<file path="src/inc/dfs_pkg.sv">
// Constants, register map and carrier types of the dynamic fan start loop.
// Assumes one 10 MHz clock and a one-cycle monitoring-cycle tick.
// Behaviour
// - Three 8-bit operating points, reset 0xA4
// - Six 8-bit limits, low 0x01, high 0x7F
// - Below low limit sets status error flag
// - Above high limit sets status error flag
// - Fan starts driving at fan start temperature
// - Adjust start temperature toward operating point
// - Above critical trip, fan runs full duty
// - Range sets duty slope versus temperature
// - Cool zone raises start temperature
// - Hot zone lowers start temperature
// - Below low limit start temperature increases
// - Above operating point start temperature decreases
// - Short cycle every n, long every 2n
// - Remote1 code [2:0], local code [5:3]
// - Remote2 code from [7:6] plus bit 0
// - Short cycle is 8 times 2^k ticks
// - Quiet band leaves start temperature unchanged
// - Disabled channel keeps fixed start and range
// - Enable bits [7:5] gate each channel
// - Short cycle: 2 degrees per degree rise
// - Long cycle above operating point lowers 1
// - Never raise start above high limit

package dfs_pkg;

    localparam int NCH = 3;

    // Register offsets
    localparam logic [7:0] ADDR_OP0   = 8'h33;
    localparam logic [7:0] ADDR_OP1   = 8'h34;
    localparam logic [7:0] ADDR_OP2   = 8'h35;
    localparam logic [7:0] ADDR_CTL1  = 8'h36;
    localparam logic [7:0] ADDR_CTL2  = 8'h37;
    localparam logic [7:0] ADDR_ST0   = 8'h38;
    localparam logic [7:0] ADDR_ST1   = 8'h39;
    localparam logic [7:0] ADDR_ST2   = 8'h3A;
    localparam logic [7:0] ADDR_STAT  = 8'h3B;
    localparam logic [7:0] ADDR_LO0   = 8'h4E;
    localparam logic [7:0] ADDR_HI0   = 8'h4F;
    localparam logic [7:0] ADDR_LO1   = 8'h50;
    localparam logic [7:0] ADDR_HI1   = 8'h51;
    localparam logic [7:0] ADDR_LO2   = 8'h52;
    localparam logic [7:0] ADDR_HI2   = 8'h53;

    // Reset values
    localparam logic [7:0] OP_RST     = 8'hA4;
    localparam logic [7:0] LO_RST     = 8'h01;
    localparam logic [7:0] HI_RST     = 8'h7F;
    localparam logic [7:0] CTL_RST    = 8'h00;
    localparam logic [7:0] START_RST  = 8'h5A;

    // Field positions
    localparam int EN_LSB             = 5;
    localparam int R2_CODE_LSB        = 0;
    localparam int HI_FLAG_LSB        = 3;

    // Cycle timing
    localparam logic [3:0] SHORT_BASE = 4'h8;

    // Temperature in quarter degrees: [9:2] whole, [1:0] fraction
    typedef struct packed {
        logic [9:0] temp;
        logic [3:0] hyst;
        logic [7:0] crit;
        logic [2:0] range;
    } dfs_chan_in_t;

    typedef struct packed {
        logic [7:0] start;
        logic [7:0] duty;
        logic       full;
    } dfs_chan_out_t;

endpackage

</file>
<file path="src/verilog/dfs_top.sv">
// Dynamic fan start temperature loop for three temperature channels.
// Assumes temperatures, hysteresis, trip and range come from same-clock
// logic, and mon_tick marks the end of each monitoring cycle.
`timescale 1ns/1ps
`default_nettype none

module dfs_top (
    input  wire logic                     mclk,
    input  wire logic                     arst_n,
    input  wire logic                     mon_tick,
    input  wire logic [7:0]               reg_addr,
    input  wire logic [7:0]               reg_wdata,
    input  wire logic                     reg_wr,
    input  wire logic                     reg_rd,
    output logic      [7:0]               reg_rdata,
    input  wire dfs_pkg::dfs_chan_in_t [2:0] chan_in,
    output dfs_pkg::dfs_chan_out_t     [2:0] chan_out
);

    typedef struct packed {
        logic [2:0][7:0] op;
        logic [2:0][7:0] lo;
        logic [2:0][7:0] hi;
        logic [2:0][7:0] start;
        logic [2:0][9:0] prev;
        logic [7:0]      ctl1;
        logic [7:0]      ctl2;
        logic [5:0]      status;
        logic [7:0]      rdata;
        logic [2:0][7:0] duty;
        logic [2:0]      full;
    } dfs_state_t;

    dfs_state_t        state_reg;
    dfs_state_t        state_next;

    logic [2:0][2:0]   code;
    logic [2:0]        short_stb;
    logic [2:0]        long_stb;
    logic [2:0]        dyn_en;
    logic [2:0][7:0]   tint;
    logic [2:0][8:0]   band;
    logic [2:0][10:0]  rise;
    logic [2:0][7:0]   dec_s;
    logic [2:0]        dec_l;
    logic [2:0]        inc_l;
    logic [2:0][9:0]   adj;
    logic [2:0][7:0]   diff;
    logic [2:0][15:0]  scaled;
    logic [2:0]        sw_st_wr;
    logic [5:0]        flag_set;
    logic              stat_clr;

    ////////////////////////////////////////////////////////////////
    // Cycle codes and enables from the two control registers
    assign code[0] = state_reg.ctl2[2:0];
    assign code[1] = state_reg.ctl2[5:3];
    // Remote 2 code: high bits in control two, low bit in control one
    assign code[2] = {state_reg.ctl2[7:6],
                      state_reg.ctl1[dfs_pkg::R2_CODE_LSB]};
    assign dyn_en  = state_reg.ctl1[dfs_pkg::EN_LSB +: 3];

    ////////////////////////////////////////////////////////////////
    // One independent cycle timer per channel
    for (genvar g = 0; g < dfs_pkg::NCH; g++) begin : g_tmr
        dfs_cycle_timer #(
            .CODE_W (3),
            .CNT_W  (11)
        ) u_tmr (
            .mclk       (mclk),
            .arst_n     (arst_n),
            .mon_tick   (mon_tick),
            .cycle_code (code[g]),
            .short_stb  (short_stb[g]),
            .long_stb   (long_stb[g])
        );
    end

    ////////////////////////////////////////////////////////////////
    // Software write strobes for the start temperature registers, read strobe of status
    always_comb begin
        sw_st_wr    = '0;
        sw_st_wr[0] = reg_wr && (reg_addr == dfs_pkg::ADDR_ST0);
        sw_st_wr[1] = reg_wr && (reg_addr == dfs_pkg::ADDR_ST1);
        sw_st_wr[2] = reg_wr && (reg_addr == dfs_pkg::ADDR_ST2);
        stat_clr    = reg_rd && (reg_addr == dfs_pkg::ADDR_STAT);
    end

    ////////////////////////////////////////////////////////////////
    // Per-channel loop arithmetic
    always_comb begin
        tint     = '0;
        band     = '0;
        rise     = '0;
        dec_s    = '0;
        dec_l    = '0;
        inc_l    = '0;
        adj      = '0;
        diff     = '0;
        scaled   = '0;
        flag_set = '0;
        for (int i = 0; i < dfs_pkg::NCH; i++) begin
            tint[i] = chan_in[i].temp[9:2];
            // Operating point minus hysteresis, floored at zero
            if (state_reg.op[i] > {4'h0, chan_in[i].hyst}) begin
                band[i] = {1'b0, state_reg.op[i]} - {5'h00, chan_in[i].hyst};
            end
            // Limit checks run on every monitoring cycle
            if (mon_tick && (tint[i] < state_reg.lo[i])) begin
                flag_set[i] = 1'b1;
            end
            if (mon_tick && (tint[i] > state_reg.hi[i])) begin
                flag_set[dfs_pkg::HI_FLAG_LSB + i] = 1'b1;
            end
            // Rise since last short cycle, in quarter degrees
            rise[i] = {1'b0, chan_in[i].temp} - {1'b0, state_reg.prev[i]};
            // Short cycle: only above band and at or above start
            if (dyn_en[i] && short_stb[i]
                && ({1'b0, tint[i]} > band[i])
                && (tint[i] >= state_reg.start[i])
                && !rise[i][10]
                && (rise[i] > 11'h001)) begin
                // Half the quarter-degree rise gives 2 degrees per degree
                if (rise[i][10:1] > 10'h0FF) begin
                    dec_s[i] = 8'hFF;
                end else begin
                    dec_s[i] = rise[i][8:1];
                end
            end
            // Long cycle: decrease above operating point, else may increase
            if (dyn_en[i] && long_stb[i]
                && (tint[i] >= state_reg.start[i])) begin
                if (tint[i] > state_reg.op[i]) begin
                    dec_l[i] = 1'b1;
                end else if ((tint[i] < state_reg.lo[i])
                             && (state_reg.start[i] < state_reg.hi[i])
                             && (state_reg.start[i] < state_reg.op[i])) begin
                    inc_l[i] = 1'b1;
                end
            end
            // Combine, floor at zero; increase is bounded by the high limit
            adj[i] = {2'b00, state_reg.start[i]} - {2'b00, dec_s[i]}
                     - {9'h000, dec_l[i]} + {9'h000, inc_l[i]};
            if (adj[i][9]) begin
                adj[i] = '0;
            end
            // Duty ramp above start: span of 2^(range+1) degrees
            if (tint[i] >= state_reg.start[i]) begin
                diff[i] = tint[i] - state_reg.start[i];
            end
            scaled[i] = {8'h00, diff[i]} << (3'h7 - chan_in[i].range);
        end
    end

    ////////////////////////////////////////////////////////////////
    // Next state: register writes, loop updates, status, outputs
    always_comb begin
        state_next = state_reg;
        // Register writes; unmapped addresses are ignored
        if (reg_wr) begin
            unique case (reg_addr)
                dfs_pkg::ADDR_OP0:  state_next.op[0] = reg_wdata;
                dfs_pkg::ADDR_OP1:  state_next.op[1] = reg_wdata;
                dfs_pkg::ADDR_OP2:  state_next.op[2] = reg_wdata;
                dfs_pkg::ADDR_CTL1: state_next.ctl1  = reg_wdata;
                dfs_pkg::ADDR_CTL2: state_next.ctl2  = reg_wdata;
                dfs_pkg::ADDR_LO0:  state_next.lo[0] = reg_wdata;
                dfs_pkg::ADDR_HI0:  state_next.hi[0] = reg_wdata;
                dfs_pkg::ADDR_LO1:  state_next.lo[1] = reg_wdata;
                dfs_pkg::ADDR_HI1:  state_next.hi[1] = reg_wdata;
                dfs_pkg::ADDR_LO2:  state_next.lo[2] = reg_wdata;
                dfs_pkg::ADDR_HI2:  state_next.hi[2] = reg_wdata;
                default: begin
                end
            endcase
        end
        for (int i = 0; i < dfs_pkg::NCH; i++) begin
            // Software write wins over a same-cycle loop update
            if (sw_st_wr[i]) begin
                state_next.start[i] = reg_wdata;
            end else if (dyn_en[i]) begin
                state_next.start[i] = adj[i][7:0];
            end
            // Disabled channel keeps its programmed start
            // Previous temperature captured at every short cycle
            if (short_stb[i]) begin
                state_next.prev[i] = chan_in[i].temp;
            end
            // Critical trip forces full duty, else saturated ramp
            if (tint[i] > chan_in[i].crit) begin
                state_next.duty[i] = 8'hFF;
                state_next.full[i] = 1'b1;
            end else if (scaled[i][15:8] != 8'h00) begin
                state_next.duty[i] = 8'hFF;
                state_next.full[i] = 1'b0;
            end else begin
                state_next.duty[i] = scaled[i][7:0];
                state_next.full[i] = 1'b0;
            end
        end
        // Sticky flags: read clears, a new event in the same cycle wins
        if (stat_clr) begin
            state_next.status = flag_set;
        end else begin
            state_next.status = state_reg.status | flag_set;
        end
        // Read data registered one cycle after the read strobe
        if (reg_rd) begin
            unique case (reg_addr)
                dfs_pkg::ADDR_OP0:  state_next.rdata = state_reg.op[0];
                dfs_pkg::ADDR_OP1:  state_next.rdata = state_reg.op[1];
                dfs_pkg::ADDR_OP2:  state_next.rdata = state_reg.op[2];
                dfs_pkg::ADDR_CTL1: state_next.rdata = state_reg.ctl1;
                dfs_pkg::ADDR_CTL2: state_next.rdata = state_reg.ctl2;
                dfs_pkg::ADDR_ST0:  state_next.rdata = state_reg.start[0];
                dfs_pkg::ADDR_ST1:  state_next.rdata = state_reg.start[1];
                dfs_pkg::ADDR_ST2:  state_next.rdata = state_reg.start[2];
                dfs_pkg::ADDR_STAT: state_next.rdata = {2'b00, state_reg.status};
                dfs_pkg::ADDR_LO0:  state_next.rdata = state_reg.lo[0];
                dfs_pkg::ADDR_HI0:  state_next.rdata = state_reg.hi[0];
                dfs_pkg::ADDR_LO1:  state_next.rdata = state_reg.lo[1];
                dfs_pkg::ADDR_HI1:  state_next.rdata = state_reg.hi[1];
                dfs_pkg::ADDR_LO2:  state_next.rdata = state_reg.lo[2];
                dfs_pkg::ADDR_HI2:  state_next.rdata = state_reg.hi[2];
                default:            state_next.rdata = 8'h00;
            endcase
        end
    end

    ////////////////////////////////////////////////////////////////
    // State register; all resets are constants
    always_ff @(posedge mclk or negedge arst_n) begin
        if (!arst_n) begin
            state_reg        <= '0;
            state_reg.op     <= {3{dfs_pkg::OP_RST}};
            state_reg.lo     <= {3{dfs_pkg::LO_RST}};
            state_reg.hi     <= {3{dfs_pkg::HI_RST}};
            state_reg.start  <= {3{dfs_pkg::START_RST}};
            state_reg.ctl1   <= dfs_pkg::CTL_RST;
            state_reg.ctl2   <= dfs_pkg::CTL_RST;
        end else begin
            state_reg <= state_next;
        end
    end

    ////////////////////////////////////////////////////////////////
    // Outputs straight from flops
    assign reg_rdata = state_reg.rdata;
    for (genvar g = 0; g < dfs_pkg::NCH; g++) begin : g_out
        assign chan_out[g].start = state_reg.start[g];
        assign chan_out[g].duty  = state_reg.duty[g];
        assign chan_out[g].full  = state_reg.full[g];
    end

endmodule

`default_nettype wire

</file>
<file path="src/verilog/dfs_cycle_timer.sv">
// Per-channel monitoring-cycle counter giving short and long strobes.
// Assumes mon_tick is a one-cycle pulse from logic on mclk.
`timescale 1ns/1ps
`default_nettype none

module dfs_cycle_timer #(
    parameter int CODE_W = 3,
    parameter int CNT_W  = 11
) (
    input  wire logic              mclk,
    input  wire logic              arst_n,
    input  wire logic              mon_tick,
    input  wire logic [CODE_W-1:0] cycle_code,
    output logic                   short_stb,
    output logic                   long_stb
);

    typedef struct packed {
        logic [CNT_W-1:0] cnt;
    } dfs_timer_state_t;

    dfs_timer_state_t state_reg;
    dfs_timer_state_t state_next;
    logic [CNT_W-1:0] short_mask;
    logic [CNT_W-1:0] long_mask;

    // Longest long cycle must fit the counter
    if (CNT_W < (1 << CODE_W) + 3) begin : g_chk
        $error("dfs_cycle_timer: counter too narrow");
    end

    ////////////////////////////////////////////////////////////////
    // Free counter; strobes where low bits are all ones
    always_comb begin
        short_mask = (CNT_W'(dfs_pkg::SHORT_BASE) << cycle_code) - CNT_W'(1);
        long_mask  = {short_mask[CNT_W-2:0], 1'b1}; // Twice the short
        state_next = state_reg;
        if (mon_tick) begin
            state_next.cnt = state_reg.cnt + CNT_W'(1);
        end
        short_stb = mon_tick && ((state_reg.cnt & short_mask) == short_mask);
        long_stb  = mon_tick && ((state_reg.cnt & long_mask) == long_mask);
    end

    always_ff @(posedge mclk or negedge arst_n) begin
        if (!arst_n) begin
            state_reg <= '0;
        end else begin
            state_reg <= state_next;
        end
    end

endmodule

`default_nettype wire

</file>
<file path="config.mk">
export PLATFORM = sky130hd
export DESIGN_NAME = dfs_top
export DESIGN_NICKNAME = d
export VERILOG_FILES = /design/src/inc/dfs_pkg.sv /design/src/verilog/dfs_top.sv /design/src/verilog/dfs_cycle_timer.sv
export SDC_FILE = /design/constraint.sdc
export NUM_CORES = 1
export LEC_CHECK = 0
export BUFFER_PORTS_ARGS = -buffer_cell sky130_fd_sc_hd__buf_2
export CORE_ASPECT_RATIO = 0.8
export CORE_MARGIN = 2
export CORE_UTILIZATION = 45
export DETAILED_ROUTE_END_ITERATION = 8
export GPL_TIMING_DRIVEN = 1
export SLEW_MARGIN = 20
export SYNTH_ARGS = -nofsm -noshare
export SYNTH_HDL_FRONTEND = slang
export SYNTH_SLANG_ARGS = --single-unit
</file>
<file path="constraint.sdc">
create_clock -name mclk -period 6.2 [get_ports mclk]
set_input_delay 1.24 -clock mclk [delete_from_list [all_inputs] [get_ports mclk]]
set_output_delay 1.24 -clock mclk [all_outputs]
set_load 0.01 [all_outputs]
</file>
==> metrics.md, run 1 <==
| Metric | Value |
|---|---|
| Main combinational cell family by area after synthesis | compound AO/OA/AOI/OAI gates |
| Multi-input logic area | about 15000 µm² |
| Post-Synthesis Net Count | between 2k and 3k |
| RSZ-0062 raised after global routing | yes |
| Clk sinks | 216 |
| Crit Path Max Fanout | 7 |
| Storage element area | 5460 µm² |
| CTS Buf Count | 27 |
| Final setup fails | 10 |
| Unique cell type count in the Yosys netlist | between 90 and 100 |
| Failing checks | setup timing |
| Arrival time at the worst endpoint | between 6000 and 7000 ps |
| Port buffer count | about 150 |
| CTS tree | yes |
| Post-route ant nets | 0 |
| Die Y | approximately 200 µm |
| Core Box Area | 45500 µm² |
| Placed Cells | 3221 |
| Via-to-Cell Ratio | about 5.7 |
| Worst Setup End Kind | flip-flop |
| Post-synthesis xor/xnor area fraction | around 4.1% |
| Vias in the first global route | between 15k and 20k |
| Die area | 47700 µm² |
| Worst Path Required | roughly 6700 ps |
| Sequential fraction of the synthesis area | between 20% and 30% |
| PnR worst setup slack | -75.2 ps |
| Final Hold Viols | 0 |
| Reg clk slew, reported paths | 60 ps |
| Post-Route WL | approximately 66 mm |
| P&R area growth vs syn | 22.9% |
| Critical Path Max Stage Delay | roughly 370 ps |
| Mapped Cells | 2376 |
| Drt drc | 0 |
| Hpwl dp | ~50 mm |
| Starting Density | between 40 and 50% |
| Grt total ovfl | 0 |
| Fin Clk Skew | around 13 ps |
| Critical path class | input port to flip-flop |
| Syn Area/Cell | between 8 and 9 µm² |
| MaxCap Viol Count | 0 |
| Row count | 70 |
| Pre-antenna DRT Iters | 8 |
| Post-Synth Simple-Gate Area | around 15% |
| Max-slew violation count | 0 |
| Synth warn | 0 |
| Status | finished with violations |
| Largest register FFs | 112 |
| Power Density | approximately 480 nW/µm² |
| #FFs+latches synth | 216 |
| Drt wl/cell | ~20 µm |
| Hold Crit Class | flip-flop to flip-flop |
| EDFF count, synth | 0 |
| Worst-margin pin slew | approximately 1000 ps |
| FMAX | between 150 and 200 MHz |
| Antenna violations before repair | 0 |
| Fraction of layout cells with a size suffix above 1 | between 20% and 30% |
| DRT iter0 DRCs | 1430 |
| Synthesized area | between 20000 and 25000 µm² |
| CTS HTree Levels | 1 |
| Hold_ws | 481 ps |
| R2r setup slk | around 140 ps |
| Aggregate global-route resource usage | a little over a quarter |
| Pleak | between 0.01 and 0.015 µW |
| Die width | around 240 µm |
| Worst-case reg-to-reg path depth | 32 |
| First-pass GRT wire length | roughly 100 mm |
| Largest net degree at the start of global routing | 113 |
| Max clock buf depth | 3 |
| VDD IR max | 0.344 mV |
| Post-synthesis adder-cell area fraction | between 10% and 20% |
| Fin cells | 3302 |
| Fillers | approximately 4.2k |
| Relative slew slack | a little under a third |
| Root Driver | clkbuf_16 |
| Hold depth | 1 |
| Vias | approximately 19k |
| Final period utilization | 101% |
| Final min period | 6280 ps |
| Asr flop ratio synth | 100% |
| Post-synthesis compound-gate area fraction | between 20% and 30% |
| Routability-driven placement congestion ratio | 0.916 |
| Clock latency on the worst-skew pair | 560 ps |
| Fin nets | just over 3k |
| Pre-CTS setup slack | -818 ps |
| Startpoint Class | input port |
| Worst path slowest cell | or3_1 |
| Mux share of post-synthesis cell area | under 10% |
| Synth Flop Type | dfrtp_1 |
| Boundary Pins | 155 |
metrics by stage:
step | TNS (ps) | total power, µW | utilization (%) | area [µm²]
after floorplan | -2160 | 7150 | - | 21100
after global placement | -14730 | 9350 | 51.5 | 23500
after detailed placement | -17310 | 9530 | 51.5 | 23500
after CTS | -152 | 11700 | 54.4 | 24800
after global routing | -6780 | 13200 | 55.8 | 25400
final | -568 | 12200 | 55.8 | 25400
layer usage:
| metal | GRT usage [%] | routed length (µm) |
|---|---|---|
| met4 | 6.62 | 1690 |
| met1 | 40.3 | 31600 |
| met3 | 6.29 | 5330 |
| met2 | 39.4 | 27400 |
| met5 | 0 | 0 |
cell usage in the layout, fill, tap and decap left out, types with 11 or more instances in the layout:
| cell type | n |
|---|---|
| nor3_1 | 30 |
| nand4_1 | 34 |
| a22oi_1 | 12 |
| mux2i_1 | 26 |
| or3_1 | 11 |
| mux2_2 | 103 |
| nand2_1 | 144 |
| a21o_1 | 65 |
| o22ai_1 | 26 |
| inv_1 | 237 |
| o31ai_1 | 13 |
| buf_2 | 150 |
| o21ai_2 | 12 |
| xor2_1 | 20 |
| ha_4 | 27 |
| a21oi_2 | 14 |
| a31oi_1 | 22 |
| clkbuf_16 | 27 |
| nor4_1 | 11 |
| dfstp_2 | 45 |
| o211ai_1 | 26 |
| o21a_1 | 36 |
| dfrtp_1 | 171 |
| a21oi_1 | 93 |
| ha_1 | 245 |
| nor2_1 | 139 |
| o21ai_0 | 148 |
| nand2b_1 | 41 |
| and3_1 | 11 |
| nand3_1 | 49 |
| o21bai_1 | 14 |
| nor2b_1 | 40 |
| a211oi_1 | 26 |
| xnor2_1 | 71 |
| buf_4 | 232 |
cell families (layout without fill, tap and decap cells):
| kind of cell | count (synthesis) | count (layout) |
|---|---|---|
| buffers and inverters | 380 | 692 |
| flip-flops | 216 | 216 |
| adder cells (fa/ha/maj) | 293 | 293 |
| other | 0 | 2 |
| multiplexers | 131 | 131 |
| AO/OA/AOI/OAI | 648 | 648 |
| AND/OR/NAND/NOR | 611 | 611 |
| XOR/XNOR | 97 | 97 |
worst max-delay path: cells and delay by family:
family / cells / cell delay (ps)
compound gates: 15 / 2500
fa+ha+maj: 4 / 970
simple gates: 11 / 1620
buf+inv: 4 / 420
synthesized netlist by cell type, types with 8 or more instances:
master / n / area [µm²]
o211ai_1: 26 / 195
mux2i_1: 26 / 260
xor2_1: 22 / 193
buf_2: 9 / 45.0
o21ai_0: 169 / 846
clkbuf_1: 52 / 195
dfstp_2: 45 / 1180
nand3_1: 50 / 250
or2_2: 9 / 56.3
nor2b_1: 49 / 307
a221oi_1: 11 / 96.3
a21boi_0: 8 / 60.1
a211oi_1: 26 / 195
nand2b_1: 44 / 275
xnor2_1: 75 / 657
a31oi_1: 32 / 200
dfrtp_1: 171 / 4280
o31ai_1: 15 / 113
o22a_1: 10 / 87.6
o31a_1: 10 / 87.6
nand2_1: 152 / 571
a21o_1: 65 / 488
buf_4: 60 / 450
nor4_1: 12 / 75.1
a211o_1: 8 / 70.1
inv_1: 248 / 931
mux2_2: 103 / 1160
o21bai_1: 14 / 105
nor3_1: 35 / 175
a21oi_1: 105 / 526
ha_1: 278 / 3480
o22ai_1: 26 / 163
nand3b_1: 9 / 67.6
nand4_1: 34 / 213
and3_1: 11 / 68.8
a22oi_1: 12 / 90.1
nor2_1: 146 / 548
or3_1: 12 / 75.1
o21a_1: 36 / 270
fa_1: 15 / 300
power breakdown:
group / total [µW] / switching, µW / leakage (µW) / internal, µW
Clock: 1700 / 673 / 0.000455 / 1030
Sequential: 2220 / 417 / 0.00262 / 1800
Combinational: 8300 / 4330 / 0.00838 / 3970
path summary, 6_finish.rpt:
| check | start | to |
|---|---|---|
| max reg2reg | state_reg[160]$_DFFE_PN0P_ | chan_out[13]$_DFFE_PN1P_ |
| min | g_tmr[0].u_tmr.state_reg[10]$_DFFE_PN0P_ | g_tmr[0].u_tmr.state_reg[10]$_DFFE_PN0P_ |
| min in group asynchronous | arst_n | state_reg[74]$_DFFE_PN0P_ |
| max | chan_in[12] | chan_out[13]$_DFFE_PN1P_ |
| max in group asynchronous | arst_n | chan_out[1]$_DFF_PN0_ |
| min reg2reg | g_tmr[0].u_tmr.state_reg[10]$_DFFE_PN0P_ | g_tmr[0].u_tmr.state_reg[10]$_DFFE_PN0P_ |
cell type report:
type,instances,area share (%)
clock inverter,13,0.709
inverter,249,3.79
clock buffer,36,2.99
tap,612,3.01
timing repair buffer,394,10.5
antenna,2,0.0197
multi-input combinational,1780,57.5
sequential,216,21.5
timing repair:
action | 4_1_cts | 5_1_grt
setup buffers | 19 | 13
endpoints found under the setup margin | 24 | 24
hold buffers | 0 | 0
endpoints found under the hold margin | 0 | 0
pin swaps | 52 | 95
resized for setup | 44 | 97
(Power assumes the default switching activity.)
==> run 2, diff against run 1 <==
SKIP_CTS_REPAIR_TIMING = 1   (was unset)
==> metrics.md, run 2 (synthesized netlist as in run 1, its figures left out) <==
| Metric | Value |
|---|---|
| Leading cell type in the layout, fill and taps excluded | ha_1 |
| FMAX | 157 MHz (-1.4%) |
| VDD IR max | 0.358 mV (+4.2%) |
| Largest net degree at the start of global routing | 113 (unchanged) |
| Port buffer count | 154 (unchanged) |
| Sw frac | 44.2% (-0.12 points) |
| Reg clk slew, reported paths | 60 ps (about the same) |
| Starting Density | 45.4% (unchanged) |
| P_sw | 5390 µW (-0.63%) |
| Routability-driven placement congestion ratio | 0.916 (unchanged) |
| Power, Total | 12200 µW (-0.37%) |
| CTS tree | yes |
| Largest register FFs | 112 (unchanged) |
| Pre-antenna DRT Iters | 8 (unchanged) |
| Fin Clk Skew | 14.1 ps (+0.753 ps) |
| CTS Buf Count | 27 (unchanged) |
| Max clock buf depth | 3 (unchanged) |
| Most frequent cells in the layout | ha_1 (250), inv_1 (239), buf_4 (226), dfrtp_1 (171), buf_2 (150) |
| Cell Int Power | 6790 µW (-0.16%) |
| Final Hold Viols | 0 (unchanged) |
| Worst path slowest cell | a211oi_4 |
| CTS HTree Levels | 1 (unchanged) |
| Vias in the first global route | 18.2k (-0.89%) |
| Grt total ovfl | 0 (unchanged) |
| Crit Path Max Fanout | 6 (-1) |
| Final setup fails | 15 (+5) |
| Met2 WL | 27.1 mm (-1.1%) |
| Core Box Area | 45500 µm² (unchanged) |
| Worst Path Required | 6680 ps (about the same) |
| Fin nets | 3049 (-0.26%) |
| RSZ-0062 raised after global routing | yes |
| Final min period | 6360 ps (+88.7 ps) |
| Via-to-Cell Ratio | 5.74 (about the same) |
| Hpwl dp | 50.0 mm (unchanged) |
| Clock latency on the worst-skew pair | 560 ps (about the same) |
| Hold depth | 1 (unchanged) |
| Failing checks | setup timing |
| Number of diodes | 0 (-2) |
| Die Y | 196 µm (unchanged) |
| Vias | 18.9k (-0.34%) |
| P&R area growth vs syn | 22.0% |
| Post-Route WL | 65.7 mm (-0.44%) |
| PnR worst setup slack | -164 ps (-88.7 ps) |
| First-pass GRT wire length | 102 mm (-0.90%) |
| Hold Crit Class | flip-flop to flip-flop |
| Combinational share of power | 67.8% (about the same) |
| Met3 routed WL | 5.23 mm (-1.9%) |
| Worst-margin pin slew | 932 ps (-94.2 ps) |
| Pleak | 0.0114 µW (-0.51%) |
| Critical path class | input port to flip-flop |
| Top sig layer | met4 |
| Critical Path Max Stage Delay | 400 ps (+30 ps) |
| Clk sinks | 216 (unchanged) |
| Fraction of layout cells with a size suffix above 1 | 28.0% (-0.51 points) |
| Die area | 47700 µm² (unchanged) |
| Worst-case reg-to-reg path depth | 32 (unchanged) |
| Boundary Pins | 155 (unchanged) |
| Die width | 244 µm (unchanged) |
| Final period utilization | 103% (+1.4 points) |
| Reg power frac | 18.2% (about the same) |
| MaxCap Viol Count | 0 (unchanged) |
| Worst Setup End Kind | flip-flop |
| Max-slew violation count | 0 (unchanged) |
| Antenna violations before repair | 0 (unchanged) |
| Power Density | 482 nW/µm² (+0.34%) |
| Part of the power in the clock network | 14.0% (about the same) |
| Aggregate global-route resource usage | 26.9% (-0.22 points) |
| Drt drc | 0 (unchanged) |
| Status | finished with violations |
| Arrival time at the worst endpoint | 6840 ps (+70 ps) |
| Drt wl/cell | 19.9 µm (-0.14%) |
| Fin util | 55.4% (-0.39 points) |
| Most frequent cell on the critical path | o21ai_2 |
| Met1 WL | 31.7 mm (+0.57%) |
| R2r setup slk | 40 ps (-100 ps) |
| DRT iter0 DRCs | 1360 (-4.9%) |
| Startpoint Class | input port |
| Row count | 70 (unchanged) |
| Relative slew slack | 37.3% (+5.7 points) |
| Root Driver | clkbuf_16 |
| Post-route ant nets | 0 (unchanged) |
[run 2: power groups by stage]
| stage | clock network, µW | logic, µW | registers, µW |
|---|---|---|---|
| global route | 1790 | 9080 | 2250 |
| floorplan | 0 | 5120 | 2030 |
| CTS | 1730 | 7350 | 2210 |
| finish | 1700 | 8250 | 2210 |
| global placement | 0 | 7130 | 2220 |
| detailed placement | 0 | 7300 | 2230 |
[run 2: final timing paths]
| path | start | to |
|---|---|---|
| setup / recovery | chan_in[12] | chan_out[12]$_DFFE_PN1P_ |
| hold / removal | g_tmr[0].u_tmr.state_reg[10]$_DFFE_PN0P_ | g_tmr[0].u_tmr.state_reg[10]$_DFFE_PN0P_ |
| setup reg to reg | state_reg[160]$_DFFE_PN0P_ | chan_out[12]$_DFFE_PN1P_ |
| hold reg to reg | g_tmr[0].u_tmr.state_reg[10]$_DFFE_PN0P_ | g_tmr[0].u_tmr.state_reg[10]$_DFFE_PN0P_ |
| max in group asynchronous | arst_n | chan_out[1]$_DFF_PN0_ |
| min in group asynchronous | arst_n | state_reg[74]$_DFFE_PN0P_ |
[run 2: per-stage QoR]
| step | std cells | area, µm² | hold slack, ps | setup TNS (ps) | setup WS, ps |
|---|---|---|---|---|---|
| 3_5_place_dp | 3221 | 23500 | 468 | -17310 | -818 |
| 3_3_place_gp | 3221 | 23500 | 463 | -14730 | -689 |
| 6_report | 3292 | 25200 | 481 | -1300 | -164 |
| 2_1_floorplan | 2376 | 21100 | 437 | -2160 | -183 |
| 4_1_cts | 3270 | 24400 | 482 | -3830 | -265 |
| 5_1_grt | 3292 | 25200 | 496 | -6970 | -436 |
[run 2: metal layers]
| layer | track usage, % | vias up |
|---|---|---|
| met2 | 38.7 | 604 |
| met1 | 40.2 | 9121 |
| met3 | 6.31 | 93 |
| met4 | 6.71 | 0 |
| met5 | 0 | - |
| li1 | - | 9076 |
[run 2: cell type report]
cell class / instances / area [µm²]
Fill cell: 4221 / 20300
Tap cell: 612 / 766
Clock buffer: 36 / 759
Sequential cell: 216 / 5460
Inverter: 249 / 962
Clock inverter: 13 / 180
Timing Repair Buffer: 386 / 2610
Multi-Input combinational cell: 1780 / 14500
[run 2: critical path, delay by kind of cell]
family / cells / cell delay, ps
fa+ha+maj: 4 / 930
buf+inv: 3 / 280
compound gates: 15 / 2730
simple gates: 11 / 1640
